## config.mk

```make
export PLATFORM = sky130hd
export DESIGN_NAME = prfr_framer
export DESIGN_NICKNAME = d
export VERILOG_FILES = /design/src/rtl/prfr_pkg.sv /design/src/rtl/prfr_ser_if.sv /design/src/rtl/prfr_framer.sv /design/src/rtl/prfr_serial.sv
export VERILOG_INCLUDE_DIRS = /design/src /design/src/rtl
export SDC_FILE = /design/constraint.sdc
export NUM_CORES = 1
export LEC_CHECK = 0
export BUFFER_PORTS_ARGS = -buffer_cell sky130_fd_sc_hd__buf_2
export CAP_MARGIN = 20
export CORE_MARGIN = 5
export CORE_UTILIZATION = 52
export CTS_CLUSTER_SIZE = 25
export DETAILED_ROUTE_END_ITERATION = 10
export GPL_ROUTABILITY_DRIVEN = 0
export PLACE_DENSITY = 0.82
export SLEW_MARGIN = 20
export SYNTH_ARGS = -nofsm -noshare
export SYNTH_HDL_FRONTEND = slang
export SYNTH_HIERARCHICAL = 1
export SYNTH_SLANG_ARGS = --single-unit
```

## constraint.sdc

```tcl
create_clock -name pclk -period 3.6 [get_ports pclk]
set_clock_uncertainty 0.1 [all_clocks]
set_input_delay 0.18 -clock pclk [delete_from_list [all_inputs] [get_ports pclk]]
set_output_delay 0.18 -clock pclk [all_outputs]
set_load 0.02 [all_outputs]
```

## src/rtl/prfr_defines.svh

```systemverilog
// Offsets, field positions, reset values and codes of the proximity framer
`ifndef PRFR_DEFINES_SVH
`define PRFR_DEFINES_SVH
`define PRFR_OFF_CTRL      8'h00
`define PRFR_OFF_CAP       8'h04
`define PRFR_OFF_TXDATA    8'h08
`define PRFR_OFF_STATUS    8'h0c
`define PRFR_CTRL_ACT_BIT  8
`define PRFR_CTRL_POLL_BIT 9
`define PRFR_CTRL_PACK_BIT 10
`define PRFR_TXD_LAST_BIT  8
`define PRFR_CAP_RST       8'h00
`define PRFR_VIOL_RST      8'h00
`define PRFR_V_NAD         0
`define PRFR_V_RFUBIT      1
`define PRFR_V_RFUVAL      2
`define PRFR_V_RLEN        3
`define PRFR_V_SLEN        4
`define PRFR_V_CODE        5
`define PRFR_V_SEQ         6
`define PRFR_V_PPS         7
`define PRFR_CMD_REQB      8'h05
`define PRFR_CMD_ATTRIB    8'h1d
`define PRFR_CMD_RATS      8'he0
`define PRFR_CMD_PPS       4'hd
`define PRFR_PPS0_LOW      4'h1
`define PRFR_S_DESEL       2'b00
`define PRFR_S_PARAM       2'b10
`define PRFR_S_WTX         2'b11
`define PRFR_TICKS_BASE    8
`endif

```

## src/rtl/prfr_pkg.sv

```systemverilog
// Types shared by the proximity framer modules
package prfr_pkg;
    typedef enum logic [2:0] {
        PRFR_K_BLOCK  = 3'b000,
        PRFR_K_REQB   = 3'b001,
        PRFR_K_ATTRIB = 3'b010,
        PRFR_K_RATS   = 3'b011,
        PRFR_K_PPS    = 3'b100,
        PRFR_K_RAW    = 3'b101
    } prfr_kind_t;
    typedef enum logic [2:0] {
        PRFR_ST_POLL = 3'b000,
        PRFR_ST_ACT  = 3'b001,
        PRFR_ST_ATS  = 3'b010,
        PRFR_ST_PPSW = 3'b011,
        PRFR_ST_SESS = 3'b100
    } prfr_state_t;
    typedef logic [1:0] prfr_rate_t;
endpackage

```

## src/rtl/prfr_ser_if.sv

```systemverilog
// Byte hand-over between the frame checker and the serialiser
`timescale 1ns/1ps
`default_nettype none
interface prfr_ser_if;
    logic                valid;
    logic                ready;
    logic [7:0]          data;
    prfr_pkg::prfr_rate_t rate;
    logic                busy;
    modport src (output valid, output data, output rate,
                 input ready, input busy);
    modport snk (input valid, input data, input rate,
                 output ready, output busy);
endinterface
`default_nettype wire

```

## src/rtl/prfr_framer.sv

```systemverilog
// Reader transmit framer: APB registers, frame checking and rate control
//
// Functional notes
// - NAD only in first chained block
// - RFU bits keep their default value
// - no field carries an RFU value
// - R-block carries no INF field
// - S(WTX) carries exactly one INF byte
// - S(PARAMETERS) any INF; other S none
// - PCB and first byte codings allowed
// - REQB PARAM b8-b6 are zero
// - REQB slot count not 101/110/111
// - ATTRIB Param 1 b2-b1 are zero
// - ATTRIB TR0 field never 11
// - ATTRIB TR1 field never 11
// - ATTRIB Param 2 nibble below nine
// - ATTRIB Param 3 b8-b4 are zero
// - Param 4 upper zero, nibble not F
// - RATS follows Type A activation
// - optional PPS within card capability
// - first block uses selected rate
// - selected rate applies both directions
// - next polling cycle returns to base
//
// Added by the designer: the APB register port and the address map.
`timescale 1ns/1ps
`default_nettype none
`include "prfr_defines.svh"
module prfr_framer
    import prfr_pkg::*;
#(
    parameter int ADDR_W     = 8,
    parameter int TICKS_BASE = `PRFR_TICKS_BASE
)(
    input  wire logic              pclk,
    input  wire logic              presetn,
    input  wire logic              ce,
    input  wire logic [ADDR_W-1:0] paddr,
    input  wire logic              psel,
    input  wire logic              penable,
    input  wire logic              pwrite,
    input  wire logic [31:0]       pwdata,
    output logic      [31:0]       prdata,
    output logic                   pready,
    output logic                   pslverr,
    input  wire logic              lclk_pin,
    output logic                   tx_out,
    output logic                   tx_active,
    output logic      [1:0]        rate_tx,
    output logic      [1:0]        rate_rx,
    output logic                   viol_any
);
    generate
        if (ADDR_W < 4 || ADDR_W > 32)
        begin : g_bad
            $error("prfr_framer: ADDR_W out of range");
        end
    endgenerate

    ////////////////////////////////////////////////////////////////////
    // Declarations

    prfr_ser_if ser_if ();

    prfr_kind_t  kind_q;
    prfr_kind_t  fkind_q;
    prfr_state_t st_q;
    prfr_state_t st_d;
    logic [7:0]  cap_q;
    logic [7:0]  viol_q;
    logic [7:0]  pos_q;
    logic [7:0]  pcb_q;
    logic        chain_q;
    prfr_rate_t  rate_tx_q;
    prfr_rate_t  rate_rx_q;
    prfr_rate_t  pend_tx_q;
    prfr_rate_t  pend_rx_q;
    logic [31:0] prdata_q;

    wire logic        acc;
    wire logic        setup;
    wire logic        sel_ctrl;
    wire logic        sel_cap;
    wire logic        sel_tx;
    wire logic        sel_stat;
    wire logic        mapped;
    wire logic        tx_stall;
    wire logic        wr_en;
    wire logic        take;
    wire logic [31:0] rd_mux;
    wire logic        act_cmd;
    wire logic        poll_cmd;
    wire logic        pack_cmd;
    wire logic [7:0]  clr_v;
    wire logic [7:0]  set_v;

    wire logic [7:0]  b;
    wire logic        last;
    wire logic        first;
    prfr_kind_t       kind;
    wire logic        k_blk;
    wire logic        k_reqb;
    wire logic        k_att;
    wire logic        k_rats;
    wire logic        k_pps;
    wire logic [7:0]  pcb;
    wire logic        i_blk;
    wire logic        r_blk;
    wire logic        s_blk;
    wire logic        rfu_blk;
    wire logic        has_cid;
    wire logic        has_nad;
    wire logic [1:0]  s_type;
    wire logic        pcb_bad;
    wire logic [7:0]  prolog;
    wire logic [7:0]  inf_len;
    wire logic        at_end;
    wire logic [1:0]  dri;
    wire logic [1:0]  dsi;
    wire logic        dri_ok;
    wire logic        dsi_ok;
    wire logic        pps1_at;

    ////////////////////////////////////////////////////////////////////
    // APB decode

    assign setup    = psel & ~penable;
    assign acc      = psel & penable;
    assign sel_ctrl = paddr == ADDR_W'(`PRFR_OFF_CTRL);
    assign sel_cap  = paddr == ADDR_W'(`PRFR_OFF_CAP);
    assign sel_tx   = paddr == ADDR_W'(`PRFR_OFF_TXDATA);
    assign sel_stat = paddr == ADDR_W'(`PRFR_OFF_STATUS);
    assign mapped   = sel_ctrl | sel_cap | sel_tx | sel_stat;
    // A byte write waits in the access phase while a character is on air
    assign tx_stall = acc & pwrite & sel_tx & ~ser_if.ready;
    assign pready   = ce & ~tx_stall;
    assign pslverr  = acc & ~mapped;
    assign wr_en    = acc & pwrite & pready & mapped;
    assign take     = wr_en & sel_tx;

    assign act_cmd  = wr_en & sel_ctrl & pwdata[`PRFR_CTRL_ACT_BIT];
    assign poll_cmd = wr_en & sel_ctrl & pwdata[`PRFR_CTRL_POLL_BIT];
    assign pack_cmd = wr_en & sel_ctrl & pwdata[`PRFR_CTRL_PACK_BIT];
    assign clr_v    = (wr_en & sel_stat) ? pwdata[7:0] : 8'h00;

    assign rd_mux = sel_ctrl ? {29'h0, kind_q} :
                    sel_cap  ? {24'h0, cap_q} :
                    sel_stat ? {16'h0, ser_if.busy, st_q,
                                rate_rx_q, rate_tx_q, viol_q} :
                    32'h0;

    assign prdata   = prdata_q;
    assign viol_any = |viol_q;
    assign rate_tx  = rate_tx_q;
    assign rate_rx  = rate_rx_q;

    ////////////////////////////////////////////////////////////////////
    // Byte stream decode

    assign b     = pwdata[7:0];
    assign last  = pwdata[`PRFR_TXD_LAST_BIT];
    assign first = pos_q == 8'h00;
    assign kind  = first ? kind_q : fkind_q;
    assign k_blk  = kind == PRFR_K_BLOCK;
    assign k_reqb = kind == PRFR_K_REQB;
    assign k_att  = kind == PRFR_K_ATTRIB;
    assign k_rats = kind == PRFR_K_RATS;
    assign k_pps  = kind == PRFR_K_PPS;

    assign pcb     = first ? b : pcb_q;
    assign i_blk   = pcb[7:6] == 2'b00;
    assign rfu_blk = pcb[7:6] == 2'b01;
    assign r_blk   = pcb[7:6] == 2'b10;
    assign s_blk   = pcb[7:6] == 2'b11;
    assign has_cid = pcb[3];
    assign has_nad = i_blk & pcb[2];
    assign s_type  = pcb[5:4];
    // Fixed bits of each block type
    assign pcb_bad = (i_blk & (pcb[5] | ~pcb[1])) |
                     (r_blk & (~pcb[5] | pcb[2] | ~pcb[1])) |
                     (s_blk & (pcb[2] | ~pcb[1] | pcb[0]));
    assign prolog  = 8'h01 + {7'h0, has_cid} + {7'h0, has_nad};
    assign inf_len = pos_q + 8'h01 - prolog;
    assign at_end  = take & k_blk & last;

    assign pps1_at = k_pps & (pos_q == 8'h02);
    assign dsi     = b[3:2];
    assign dri     = b[1:0];
    assign dri_ok  = (dri == 2'b00) | cap_q[dri - 2'b01];
    assign dsi_ok  = (dsi == 2'b00) | cap_q[3'(dsi) + 3'h3];

    ////////////////////////////////////////////////////////////////////
    // Violation detection

    assign set_v[`PRFR_V_NAD] = take & k_blk & first & chain_q &
                                has_nad;
    assign set_v[`PRFR_V_RFUBIT] = take & (
        (k_reqb & pos_q == 8'h02 & b[7:5] != 3'h0) |
        (k_att & pos_q == 8'h05 & b[1:0] != 2'h0) |
        (k_att & pos_q == 8'h07 & b[7:3] != 5'h00) |
        (k_att & pos_q == 8'h08 & b[7:4] != 4'h0) |
        (k_pps & pos_q == 8'h01 & b[7:5] != 3'h0) |
        (pps1_at & b[7:4] != 4'h0));
    assign set_v[`PRFR_V_RFUVAL] = take & (
        (k_blk & first & rfu_blk) |
        (k_blk & first & s_blk & s_type == 2'b01) |
        (k_reqb & pos_q == 8'h02 & b[2:0] > 3'h4) |
        (k_att & pos_q == 8'h05 & b[7:6] == 2'h3) |
        (k_att & pos_q == 8'h05 & b[5:4] == 2'h3) |
        (k_att & pos_q == 8'h06 & b[3:0] > 4'h8) |
        (k_att & pos_q == 8'h08 & b[3:0] == 4'hf));
    assign set_v[`PRFR_V_RLEN] = at_end & r_blk &
                                 inf_len != 8'h00;
    assign set_v[`PRFR_V_SLEN] = at_end & s_blk & (
        (s_type == `PRFR_S_WTX & inf_len != 8'h01) |
        (s_type == `PRFR_S_DESEL & inf_len != 8'h00));
    assign set_v[`PRFR_V_CODE] = take & (
        (k_blk & first & pcb_bad) |
        (k_reqb & first & b != `PRFR_CMD_REQB) |
        (k_att & first & b != `PRFR_CMD_ATTRIB) |
        (k_rats & first & b != `PRFR_CMD_RATS) |
        (k_pps & first & b[7:4] != `PRFR_CMD_PPS) |
        (k_pps & pos_q == 8'h01 & b[3:0] != `PRFR_PPS0_LOW));
    // RATS only right after activation; no block before RATS or PPS answer
    assign set_v[`PRFR_V_SEQ] = take & first & (
        (k_rats & st_q != PRFR_ST_ACT) |
        (k_pps & st_q != PRFR_ST_ATS) |
        (k_blk & (st_q == PRFR_ST_POLL | st_q == PRFR_ST_ACT)) |
        (k_blk & st_q == PRFR_ST_PPSW));
    assign set_v[`PRFR_V_PPS] = take & pps1_at & (
        ~dri_ok | ~dsi_ok | (cap_q[7] & dri != dsi));

    ////////////////////////////////////////////////////////////////////
    // Rate selection sequence

    always_comb
    begin
        st_d = st_q;
        case (st_q)
            PRFR_ST_POLL:
            begin
                if (act_cmd)
                    st_d = PRFR_ST_ACT;
            end
            PRFR_ST_ACT:
            begin
                if (take & first & k_rats)
                    st_d = PRFR_ST_ATS;
            end
            PRFR_ST_ATS:
            begin
                if (take & first & k_pps)
                    st_d = PRFR_ST_PPSW;
                else if (take & first & k_blk)
                    st_d = PRFR_ST_SESS;
            end
            PRFR_ST_PPSW:
            begin
                if (pack_cmd)
                    st_d = PRFR_ST_SESS;
            end
            PRFR_ST_SESS:
            begin
                st_d = PRFR_ST_SESS;
            end
            default:
            begin
                st_d = PRFR_ST_POLL;
            end
        endcase
        if (poll_cmd)
            st_d = PRFR_ST_POLL;
    end

    ////////////////////////////////////////////////////////////////////
    // Registers

    always_ff @(posedge pclk or negedge presetn)
    begin
        if (!presetn)
        begin
            kind_q   <= PRFR_K_BLOCK;
            cap_q    <= `PRFR_CAP_RST;
            prdata_q <= 32'h0;
        end
        else if (ce)
        begin
            if (wr_en & sel_ctrl)
                kind_q <= prfr_kind_t'(pwdata[2:0]);
            if (wr_en & sel_cap)
                cap_q <= pwdata[7:0];
            if (setup & ~pwrite)
                prdata_q <= rd_mux;
        end
    end

    // A set in the clearing cycle survives the clear
    always_ff @(posedge pclk or negedge presetn)
    begin
        if (!presetn)
            viol_q <= `PRFR_VIOL_RST;
        else if (ce)
            viol_q <= (viol_q & ~clr_v) | set_v;
    end

    always_ff @(posedge pclk or negedge presetn)
    begin
        if (!presetn)
        begin
            pos_q   <= 8'h00;
            fkind_q <= PRFR_K_BLOCK;
            pcb_q   <= 8'h00;
        end
        else if (ce & take)
        begin
            if (first)
            begin
                fkind_q <= kind_q;
                pcb_q   <= b;
            end
            if (last)
                pos_q <= 8'h00;
            else if (pos_q != 8'hff)
                pos_q <= pos_q + 8'h01;
        end
    end

    // Chaining is tracked on I-blocks only; R-blocks pass between them
    always_ff @(posedge pclk or negedge presetn)
    begin
        if (!presetn)
            chain_q <= 1'b0;
        else if (ce & poll_cmd)
            chain_q <= 1'b0;
        else if (ce & take & first & k_blk & i_blk)
            chain_q <= pcb[4];
    end

    always_ff @(posedge pclk or negedge presetn)
    begin
        if (!presetn)
        begin
            st_q      <= PRFR_ST_POLL;
            rate_tx_q <= 2'b00;
            rate_rx_q <= 2'b00;
            pend_tx_q <= 2'b00;
            pend_rx_q <= 2'b00;
        end
        else if (ce)
        begin
            st_q <= st_d;
            if (take & first & k_pps)
            begin
                pend_tx_q <= 2'b00;
                pend_rx_q <= 2'b00;
            end
            else if (take & pps1_at)
            begin
                pend_tx_q <= dri;
                pend_rx_q <= dsi;
            end
            if (poll_cmd)
            begin
                rate_tx_q <= 2'b00;
                rate_rx_q <= 2'b00;
            end
            else if (pack_cmd & st_q == PRFR_ST_PPSW)
            begin
                rate_tx_q <= pend_tx_q;
                rate_rx_q <= pend_rx_q;
            end
        end
    end

    ////////////////////////////////////////////////////////////////////
    // Serialiser

    assign ser_if.valid = acc & pwrite & sel_tx & ce;
    assign ser_if.data  = b;
    assign ser_if.rate  = rate_tx_q;

    prfr_serial #(
        .TICKS_BASE (TICKS_BASE)
    ) u_serial (
        .pclk      (pclk),
        .presetn   (presetn),
        .ce        (ce),
        .lclk_pin  (lclk_pin),
        .ser       (ser_if.snk),
        .tx_out    (tx_out),
        .tx_active (tx_active)
    );
endmodule // prfr_framer
`default_nettype wire

```

## src/rtl/prfr_serial.sv

```systemverilog
// Character serialiser paced by the sampled link clock
`timescale 1ns/1ps
`default_nettype none
`include "prfr_defines.svh"
module prfr_serial
    import prfr_pkg::*;
#(
    parameter int TICKS_BASE = `PRFR_TICKS_BASE
)(
    input  wire logic pclk,
    input  wire logic presetn,
    input  wire logic ce,
    input  wire logic lclk_pin,
    prfr_ser_if.snk   ser,
    output logic      tx_out,
    output logic      tx_active
);
    generate
        if (TICKS_BASE < 8 || TICKS_BASE > 255)
        begin : g_bad
            $error("prfr_serial: TICKS_BASE out of range");
        end
    endgenerate

    logic       lclk_s1_q;
    logic       lclk_s2_q;
    logic       lclk_s3_q;
    logic [9:0] shift_q;
    logic [3:0] bits_q;
    logic [7:0] tick_q;
    logic [7:0] tick_max_q;
    wire logic  lclk_rise;
    wire logic  load;
    wire logic  step;

    assign lclk_rise = lclk_s2_q & ~lclk_s3_q;
    assign ser.busy  = bits_q != 4'h0;
    assign ser.ready = ~ser.busy;
    assign load      = ser.valid & ser.ready;
    assign step      = ser.busy & lclk_rise;
    assign tx_out    = shift_q[0];
    assign tx_active = ser.busy;

    // Higher rate shortens the bit to fewer link ticks, transmit direction only
    always_ff @(posedge pclk or negedge presetn)
    begin
        if (!presetn)
        begin
            lclk_s1_q  <= 1'b0;
            lclk_s2_q  <= 1'b0;
            lclk_s3_q  <= 1'b0;
            shift_q    <= 10'h3ff;
            bits_q     <= 4'h0;
            tick_q     <= 8'h00;
            tick_max_q <= 8'h00;
        end
        else if (ce)
        begin
            lclk_s1_q <= lclk_pin;
            lclk_s2_q <= lclk_s1_q;
            lclk_s3_q <= lclk_s2_q;
            if (load)
            begin
                shift_q    <= {1'b1, ser.data, 1'b0};
                bits_q     <= 4'ha;
                tick_q     <= 8'h00;
                tick_max_q <= 8'(TICKS_BASE >> ser.rate) - 8'h01;
            end
            else if (step)
            begin
                if (tick_q == tick_max_q)
                begin
                    tick_q  <= 8'h00;
                    shift_q <= {1'b1, shift_q[9:1]};
                    bits_q  <= bits_q - 4'h1;
                end
                else
                begin
                    tick_q <= tick_q + 8'h01;
                end
            end
        end
    end
endmodule // prfr_serial
`default_nettype wire

```

==> flow_metrics.env, run 1 <==
export IMPL_maxCapViolations=0
export IMPL_cts_buffers=9
export IMPL_cts_tree="built"
export IMPL_start_util_pct=52.8
export IMPL_fillers=913
export IMPL_die_area_um2=13800
export IMPL_swShare_pct=28.8
export IMPL_final_util_pct=59.3
export IMPL_startpoint_type="flop"
export IMPL_p_per_area_nw_per_um2=395
export IMPL_arrival_ps=3650
export IMPL_drt_iter0_markers=443
export IMPL_ys_dominant_reg_cell="dfrtp_1"
export IMPL_internal_power_w=0.00189
export IMPL_routed_via_density=6.21
export IMPL_synth_seq_cells=95
export IMPL_fmax_ghz=0.284
export IMPL_netlist_instances=665
export IMPL_worstHoldStart="pwdata[9]"
export IMPL_crit_start="pos_q[1]$_DFFE_PN0P_"
export IMPL_worstSkewPairLatency_ps=350
export IMPL_die_y_um=117
export IMPL_power_leakage_nw=3.00
export IMPL_final_hold_viol_count=0
export IMPL_finalSetupViolCount=0
export IMPL_final_layout_size_suffix_gt1_share_pct=21.6
export IMPL_final_cell_mix="nand2_1, dfrtp_1, nor2_1"
export IMPL_cp_top_family="simple AND/OR/NAND/NOR gates"
export IMPL_antenna_cells=0
export IMPL_cts_root_buf="clkbuf_16"
export IMPL_antenna_found_initial=0
export IMPL_grt_pass1_vias=5284
export IMPL_final_nets=779
export IMPL_synth_top_cells_by_area="dfrtp_1, nand2_1, mux2_2"
export IMPL_vias=5339
export IMPL_multiInputGateArea_um2=3350
export IMPL_instances_no_fill=860
export IMPL_clock_path_buffers=2
export IMPL_power_frac_comb_pct=16.2
export IMPL_area_delta_synth_final_pct=12.3
export IMPL_grt_max_degree=70
export IMPL_grtUsageTotal_pct=22.4
export IMPL_drc=0
export IMPL_synth_avg_cell_area_um2=9.02
export IMPL_ys_warn_count=6
export IMPL_drtAntennaViolNets=0
export IMPL_worst_setup_path_end_kind="flop"
export IMPL_whs_path_depth=2
export IMPL_core_area_um2=11400
export IMPL_clkPwrFrac_pct=37.5
export IMPL_routed_wl_um=15400
export IMPL_place_hpwl_um=11300
export IMPL_synthesis_area_um2=6000
export IMPL_p_sw_w=0.000767
export IMPL_synth_seq_area_share_pct=39.8
export IMPL_dp_cells=841
export IMPL_slowest_stage="or3b_4"
export IMPL_final_common_cell="nand2_1"
export IMPL_reg2reg_to="viol_q[4]$_DFFE_PN0P_"
export IMPL_clock_sinks=95
export IMPL_slew_headroom_pct=41.2
export IMPL_path_cells="inv_2, ha_4, or3b_4, o21ai_2, nand2_1, or3_4, ha_2, fa_2, or2_4, nand3b_1, o311a_1, a211oi_2, o31ai_1"
export IMPL_grt_pass1_wl_um=25900
export IMPL_slowest_delay_ps=400
export IMPL_wl_per_cell_um=17.9
export IMPL_synth_edff_count=0
export IMPL_period_needed_ps=3520
export IMPL_required_ps=3740
export IMPL_holdCritPathClass="in -> reg"
export IMPL_setup_worst_path_class="reg -> reg"
export IMPL_holdPathEnd="rate_rx[0]$_DFFE_PN0P_"
export IMPL_status="finished, final reports clean"
export IMPL_io_pins=88
export IMPL_slew_viol_final=0
export IMPL_overflow=0
export IMPL_clk_pin_slew_worst_paths_ps=70
export IMPL_r2r_slack_ps=80
export IMPL_reg2reg_depth=13
export IMPL_finalCritPeriodShare_pct=97.7
export IMPL_die_w_um=117
export IMPL_ys_async_sr_fraction_pct=100
export IMPL_synth_top_cell_area_share_pct=35.9
export IMPL_seq_area_um2=2390
export IMPL_crit_fanout=5
export IMPL_seqPwrFrac_pct=46.2
export IMPL_r2r_start="pos_q[1]$_DFFE_PN0P_"
export IMPL_worst_path_buf_inv=1
export IMPL_htree_levels=3
export IMPL_portBuffers=50
export IMPL_synth_distinct_cells=80
export IMPL_yosysTopAreaCell="dfrtp_1"
export IMPL_peakVddDrop_uv=319
export IMPL_tightest_slew_ps=882
export IMPL_row_count=39
export IMPL_first_pass_iters=6
==> worst max path at each step <==
stage,slack [ps],to,cells past startpoint
2_1_floorplan,50,viol_q[4]$_DFFE_PN0P_,13
3_3_place_gp,100,viol_q[4]$_DFFE_PN0P_,13
3_5_place_dp,10,viol_q[4]$_DFFE_PN0P_,13
4_1_cts,5,viol_q[4]$_DFFE_PN0P_,13
5_1_grt,-50,viol_q[4]$_DFFE_PN0P_,11
6_report,80,viol_q[4]$_DFFE_PN0P_,13
==> state kept, by name, indices dropped and copies added (netlist names), 4 cells and up <==
register / count
cap_q: 8
u_serial/tick_q: 8
pos_q: 8
viol_q: 8
prdata: 16
u_serial/tick_max_q: 7
u_serial/shift_q: 9
u_serial/bits_q: 4
pcb_q: 6
==> power by group through the flow <==
stage                     combinational (W)  sequential [W]  clock (W)
after floorplan                    0.000322         0.00125          0
final                              0.000432         0.00123   0.000999
after CTS                          0.000431         0.00123    0.00101
after detailed placement           0.000427         0.00125          0
after global placement             0.000410         0.00124          0
after global routing               0.000475         0.00124    0.00105
==> what timing repair did <==
item / CTS / global route
buffers inserted: 0 / 1
setup endpoints to repair: 0 / 2
hold endpoints to repair: 64 / 0
resized for setup: 0 / 7
hold buffers: 2 / 0
==> routing by layer <==
| layer | vias to the layer above | track usage [%] | part of all wire, % |
|---|---|---|---|
| met2 | 250 | 36.8 | 49 |
| li1 | 2448 | - | - |
| met5 | - | 0 | 0 |
| met3 | 51 | 4.52 | 7.8 |
| met4 | 0 | 9.57 | 3.3 |
| met1 | 2590 | 28.5 | 40 |
==> per-stage QoR <==
stage | hold slack, ps | power [W] | setup slack [ps] | instance area (um^2) | TNS (ps)
floorplan | -216 | 0.00157 | 52.7 | 6080 | 0
global placement | 240 | 0.00165 | 99.2 | 6370 | 0
detailed placement | 249 | 0.00168 | 14.5 | 6370 | 0
CTS | 12.3 | 0.00267 | 5.01 | 6710 | 0
global route | 34.1 | 0.00277 | -50.8 | 6740 | -50.8
finish | 19.7 | 0.00266 | 83.3 | 6740 | 0
==> cell usage after synthesis, types with 12 or more instances <==
cell type and instances:
nand2_1 111, dfrtp_1 86, nor2_1 56, o21ai_0 47, clkbuf_1 25, mux2_2 23, inv_1 20, ha_1 19
a21oi_1 17, buf_4 17, nand3_1 16, nor3_1 15, o31ai_1 13, nand2b_1 12
==> area by class of cell <==
| cell class | instances | area share, % |
|---|---|---|
| inverter | 20 | 1.11 |
| tap | 143 | 2.65 |
| sequential | 95 | 35.4 |
| timing repair buffer | 73 | 6.39 |
| clock buffer | 9 | 3.34 |
| multi-input combinational | 513 | 49.7 |
| clock inverter | 7 | 1.34 |
==> logic make-up after synthesis <==
| logic type | synth area share, % |
|---|---|
| compound gates | 16.4 |
| xor+xnor | 2.34 |
| fa+ha+maj | 4.30 |
| flops | 39.8 |
| mux | 6.78 |
| buf+inv | 6.24 |
| other cells | 0.0625 |
| simple gates | 24.1 |
==> worst reg2reg max path, delay by kind of cell (launching register included) <==
kind,cells,cell delay (ps)
and+or+nand+nor,5,1270
AOI/OAI and AO/OA,4,850
adders and majority gates,3,700
DFF,1,390
buffers and inverters,1,90
No activity file was read; power rests on OpenSTA's default activity.
==> inputs of run 2 (changes only) <==
- HOLD_SLACK_MARGIN: default -> 0.12
- SLEW_MARGIN: 20 -> default
- SYNTH_HIERARCHICAL: 1 -> default
==> run 2 against run 1 <==
  * Worst setup slack better by 130 ps
  * Non-clock buffer count is 2 higher
  * Cell count shrank 5.5%
==> flow_metrics.env, run 2 <==
export IMPL_status="finished, final reports clean"
export IMPL_swShare_pct=29.0
export IMPL_period_needed_ps=3380
export IMPL_finalCritPeriodShare_pct=94.0
export IMPL_fillers=880
export IMPL_finalSetupViolCount=0
export IMPL_setup_tns_ps=0
export IMPL_worstSkewPairLatency_ps=380
export IMPL_cts_root_buf="clkbuf_8"
export IMPL_grt_busiest_layer="met2"
export IMPL_ys_warn_count=0
export IMPL_arrival_ps=3530
export IMPL_peakVddDrop_uv=253
export IMPL_tightest_slew_ps=781
export IMPL_antenna_found_initial=0
export IMPL_worst_path_buf_inv=0
export IMPL_met1_usage_pct=31.3
export IMPL_area_delta_synth_final_pct=11.5
export IMPL_startpoint_type="flop"
export IMPL_fmax_ghz=0.296
export IMPL_maxCapViolations=0
export IMPL_final_cell_mix="dfrtp_1, nand2_1, nor2_1"
export IMPL_synthesis_area_um2=5770
export IMPL_final_layout_size_suffix_gt1_share_pct=20.7
export IMPL_synth_xor_area_share_pct=1.82
export IMPL_cts_buffers=9
export IMPL_largest_reg_flops=16
export IMPL_synth_seq_area_share_pct=40.9
export IMPL_vias=5027
export IMPL_cpMostUsedCell="nor4_4"
export IMPL_clock_sinks=94
export IMPL_start_util_pct=53.3
export IMPL_postLayoutSetupSlackWorst_ps=217
export IMPL_synth_compound_area_share_pct=15.2
export IMPL_cp_top_family="simple AND/OR/NAND/NOR gates"
export IMPL_clk_pin_slew_worst_paths_ps=100
export IMPL_wl_per_cell_um=18.1
export IMPL_row_count=38
export IMPL_muxShareOfSynthArea_pct=8.49
export IMPL_yosysTopAreaCell="dfrtp_1"
export IMPL_synth_top_family_by_area="simple AND/OR/NAND/NOR gates"
export IMPL_final_common_cell="dfrtp_1"
export IMPL_required_ps=3750
export IMPL_yosysMostFrequentCell="dfrtp_1"
export IMPL_die_y_um=115
export IMPL_clkPwrFrac_pct=33.5
export IMPL_holdWs_ps=137
export IMPL_power_leakage_nw=2.97
export IMPL_overflow=0
export IMPL_portBuffers=50
export IMPL_grtUsageTotal_pct=23.2
export IMPL_placed_area_um2=6060
export IMPL_die_w_um=115
export IMPL_slew_headroom_pct=47.5
export IMPL_die_area_um2=13300
export IMPL_core_area_um2=10800
export IMPL_slew_viol_final=0
export IMPL_clock_path_buffers=2
export IMPL_ys_dominant_reg_cell="dfrtp_1"
export IMPL_place_hpwl_um=10500
export IMPL_synth_adder_area_share_pct=4.46
export IMPL_crit_fanout=9
export IMPL_synth_avg_cell_area_um2=9.33
export IMPL_grt_max_degree=82
export IMPL_power_frac_comb_pct=15.9
export IMPL_place_ws_ps=98.4
export IMPL_holdCritPathClass="in -> reg"
export IMPL_synth_simple_gate_area_share_pct=22.6
export IMPL_first_pass_iters=6
export IMPL_multiInputGateArea_um2=3110
export IMPL_synth_top_cell_area_share_pct=36.8
export IMPL_drtAntennaViolNets=0
export IMPL_io_pins=88
export IMPL_use_met2_pct=37.5
export IMPL_p_sw_w=0.000691
export IMPL_yosys_top_cells_count="dfrtp_1, nand2_1, nor2_1"
export IMPL_use_met3_pct=5.05
export IMPL_synth_distinct_cells=68
export IMPL_final_hold_viol_count=0
export IMPL_setup_worst_path_class="reg -> reg"
export IMPL_synth_top_cells_by_area="dfrtp_1, mux2_2, nand2_1"
export IMPL_worst_setup_path_end_kind="flop"
export IMPL_drc=0
export IMPL_drt_iter0_markers=474
export IMPL_p_per_area_nw_per_um2=370
export IMPL_synth_seq_cells=94
export IMPL_fin_area_um2=6440
export IMPL_internal_power_w=0.00169
export IMPL_slowest_stage="dfrtp_1"
export IMPL_slowest_delay_ps=500
export IMPL_seq_area_um2=2360
export IMPL_ys_async_sr_fraction_pct=100
export IMPL_grt_pass1_vias=4941
export IMPL_routed_via_density=6.18
export IMPL_routed_wl_um=14700
export IMPL_final_nets=735
export IMPL_cts_tree="built"
export IMPL_grt_pass1_wl_um=24600
export IMPL_seqPwrFrac_pct=50.6
export IMPL_netlist_instances=619
export IMPL_synth_edff_count=0
export IMPL_antenna_cells=0
export IMPL_rsz0062_at_grt="no"
export IMPL_path_cells="nor4_4, and3_1, a31oi_1, ha_1, fa_1, o21ai_0, o22ai_1, o22a_1, nor4_4, a21oi_1"
export IMPL_htree_levels=3
export IMPL_final_util_pct=59.4
[run 2: cell count changes in the layout (fill, tap and decap cells not counted), moves of 9 or more]
cell,before,now
dlygate4sd3_1,2,11
clkbuf_16,9,0
nand2_1,111,66
nand3_1,16,31
clkbuf_8,0,9
[run 2: kinds of logic after synthesis]
logic type | after synthesis
simple gates | 242
other cells | 1
xor+xnor | 12
buf+inv | 72
compound gates | 136
mux | 42
fa+ha+maj | 20
flops | 94
[run 2: worst paths after layout]
kind | start | to | slack [ps] | cells past startpoint
setup / recovery | pos_q[6]$_DFFE_PN0P_ | viol_q[4]$_DFFE_PN0P_ | 220 | 10
hold / removal | pwdata[10] | st_q[1]$_DFFE_PN0P_ | 140 | 4
min in group asynchronous | presetn | prdata[10]$_DFFE_PN0P_ | 590 | 3
hold reg to reg | prdata[11]$_DFFE_PN0P_ | prdata[11]$_DFFE_PN0P_ | 370 | 2
setup reg to reg | pos_q[6]$_DFFE_PN0P_ | viol_q[4]$_DFFE_PN0P_ | 220 | 10
max in group asynchronous | presetn | u_serial.shift_q[6]$_DFFE_PN1P_ | 1930 | 5
[run 2: timing repair]
item                                    in CTS  in global routing
resized for setup                            0                  2
hold buffers                                10                  1
endpoints found under the hold margin       94                  6
endpoints found under the setup margin       0                  2
buffers inserted                             0                  0
[run 2: per-layer routing]
metal	share of wire, %	vias to the layer above
met4	1.9	0
met1	40	2455
met2	48	249
li1	-	2289
met5	0	-
met3	9.2	34
[run 2: cell type report]
class / count / share of cell area [%]
multi-input combinational: 468 / 48.3
sequential: 94 / 36.7
timing repair buffer: 75 / 7.58
tap: 140 / 2.72
clock buffer: 9 / 1.92
clock inverter: 7 / 1.57
inverter: 20 / 1.17
[run 2: worst min-delay path, delay by kind of cell]
family                 cells  cell delay [ps]
AOI/OAI and AO/OA          3              300
buffers and inverters      1              100
[run 2: per-stage QoR]
step / total power, W / cells
finish: 0.00238 / 813
floorplan: 0.00147 / 634
CTS: 0.00239 / 811
detailed placement: 0.00159 / 785
global placement: 0.00156 / 785
global route: 0.00250 / 813
[run 2: power by group through the flow]
stage | sequential [W] | combinational (W) | clock (W)
after floorplan | 0.00123 | 0.000243 | 0
after global routing | 0.00121 | 0.000426 | 0.000862
after global placement | 0.00122 | 0.000344 | 0
after detailed placement | 0.00122 | 0.000365 | 0
after CTS | 0.00120 | 0.000375 | 0.000815
final | 0.00120 | 0.000380 | 0.000798
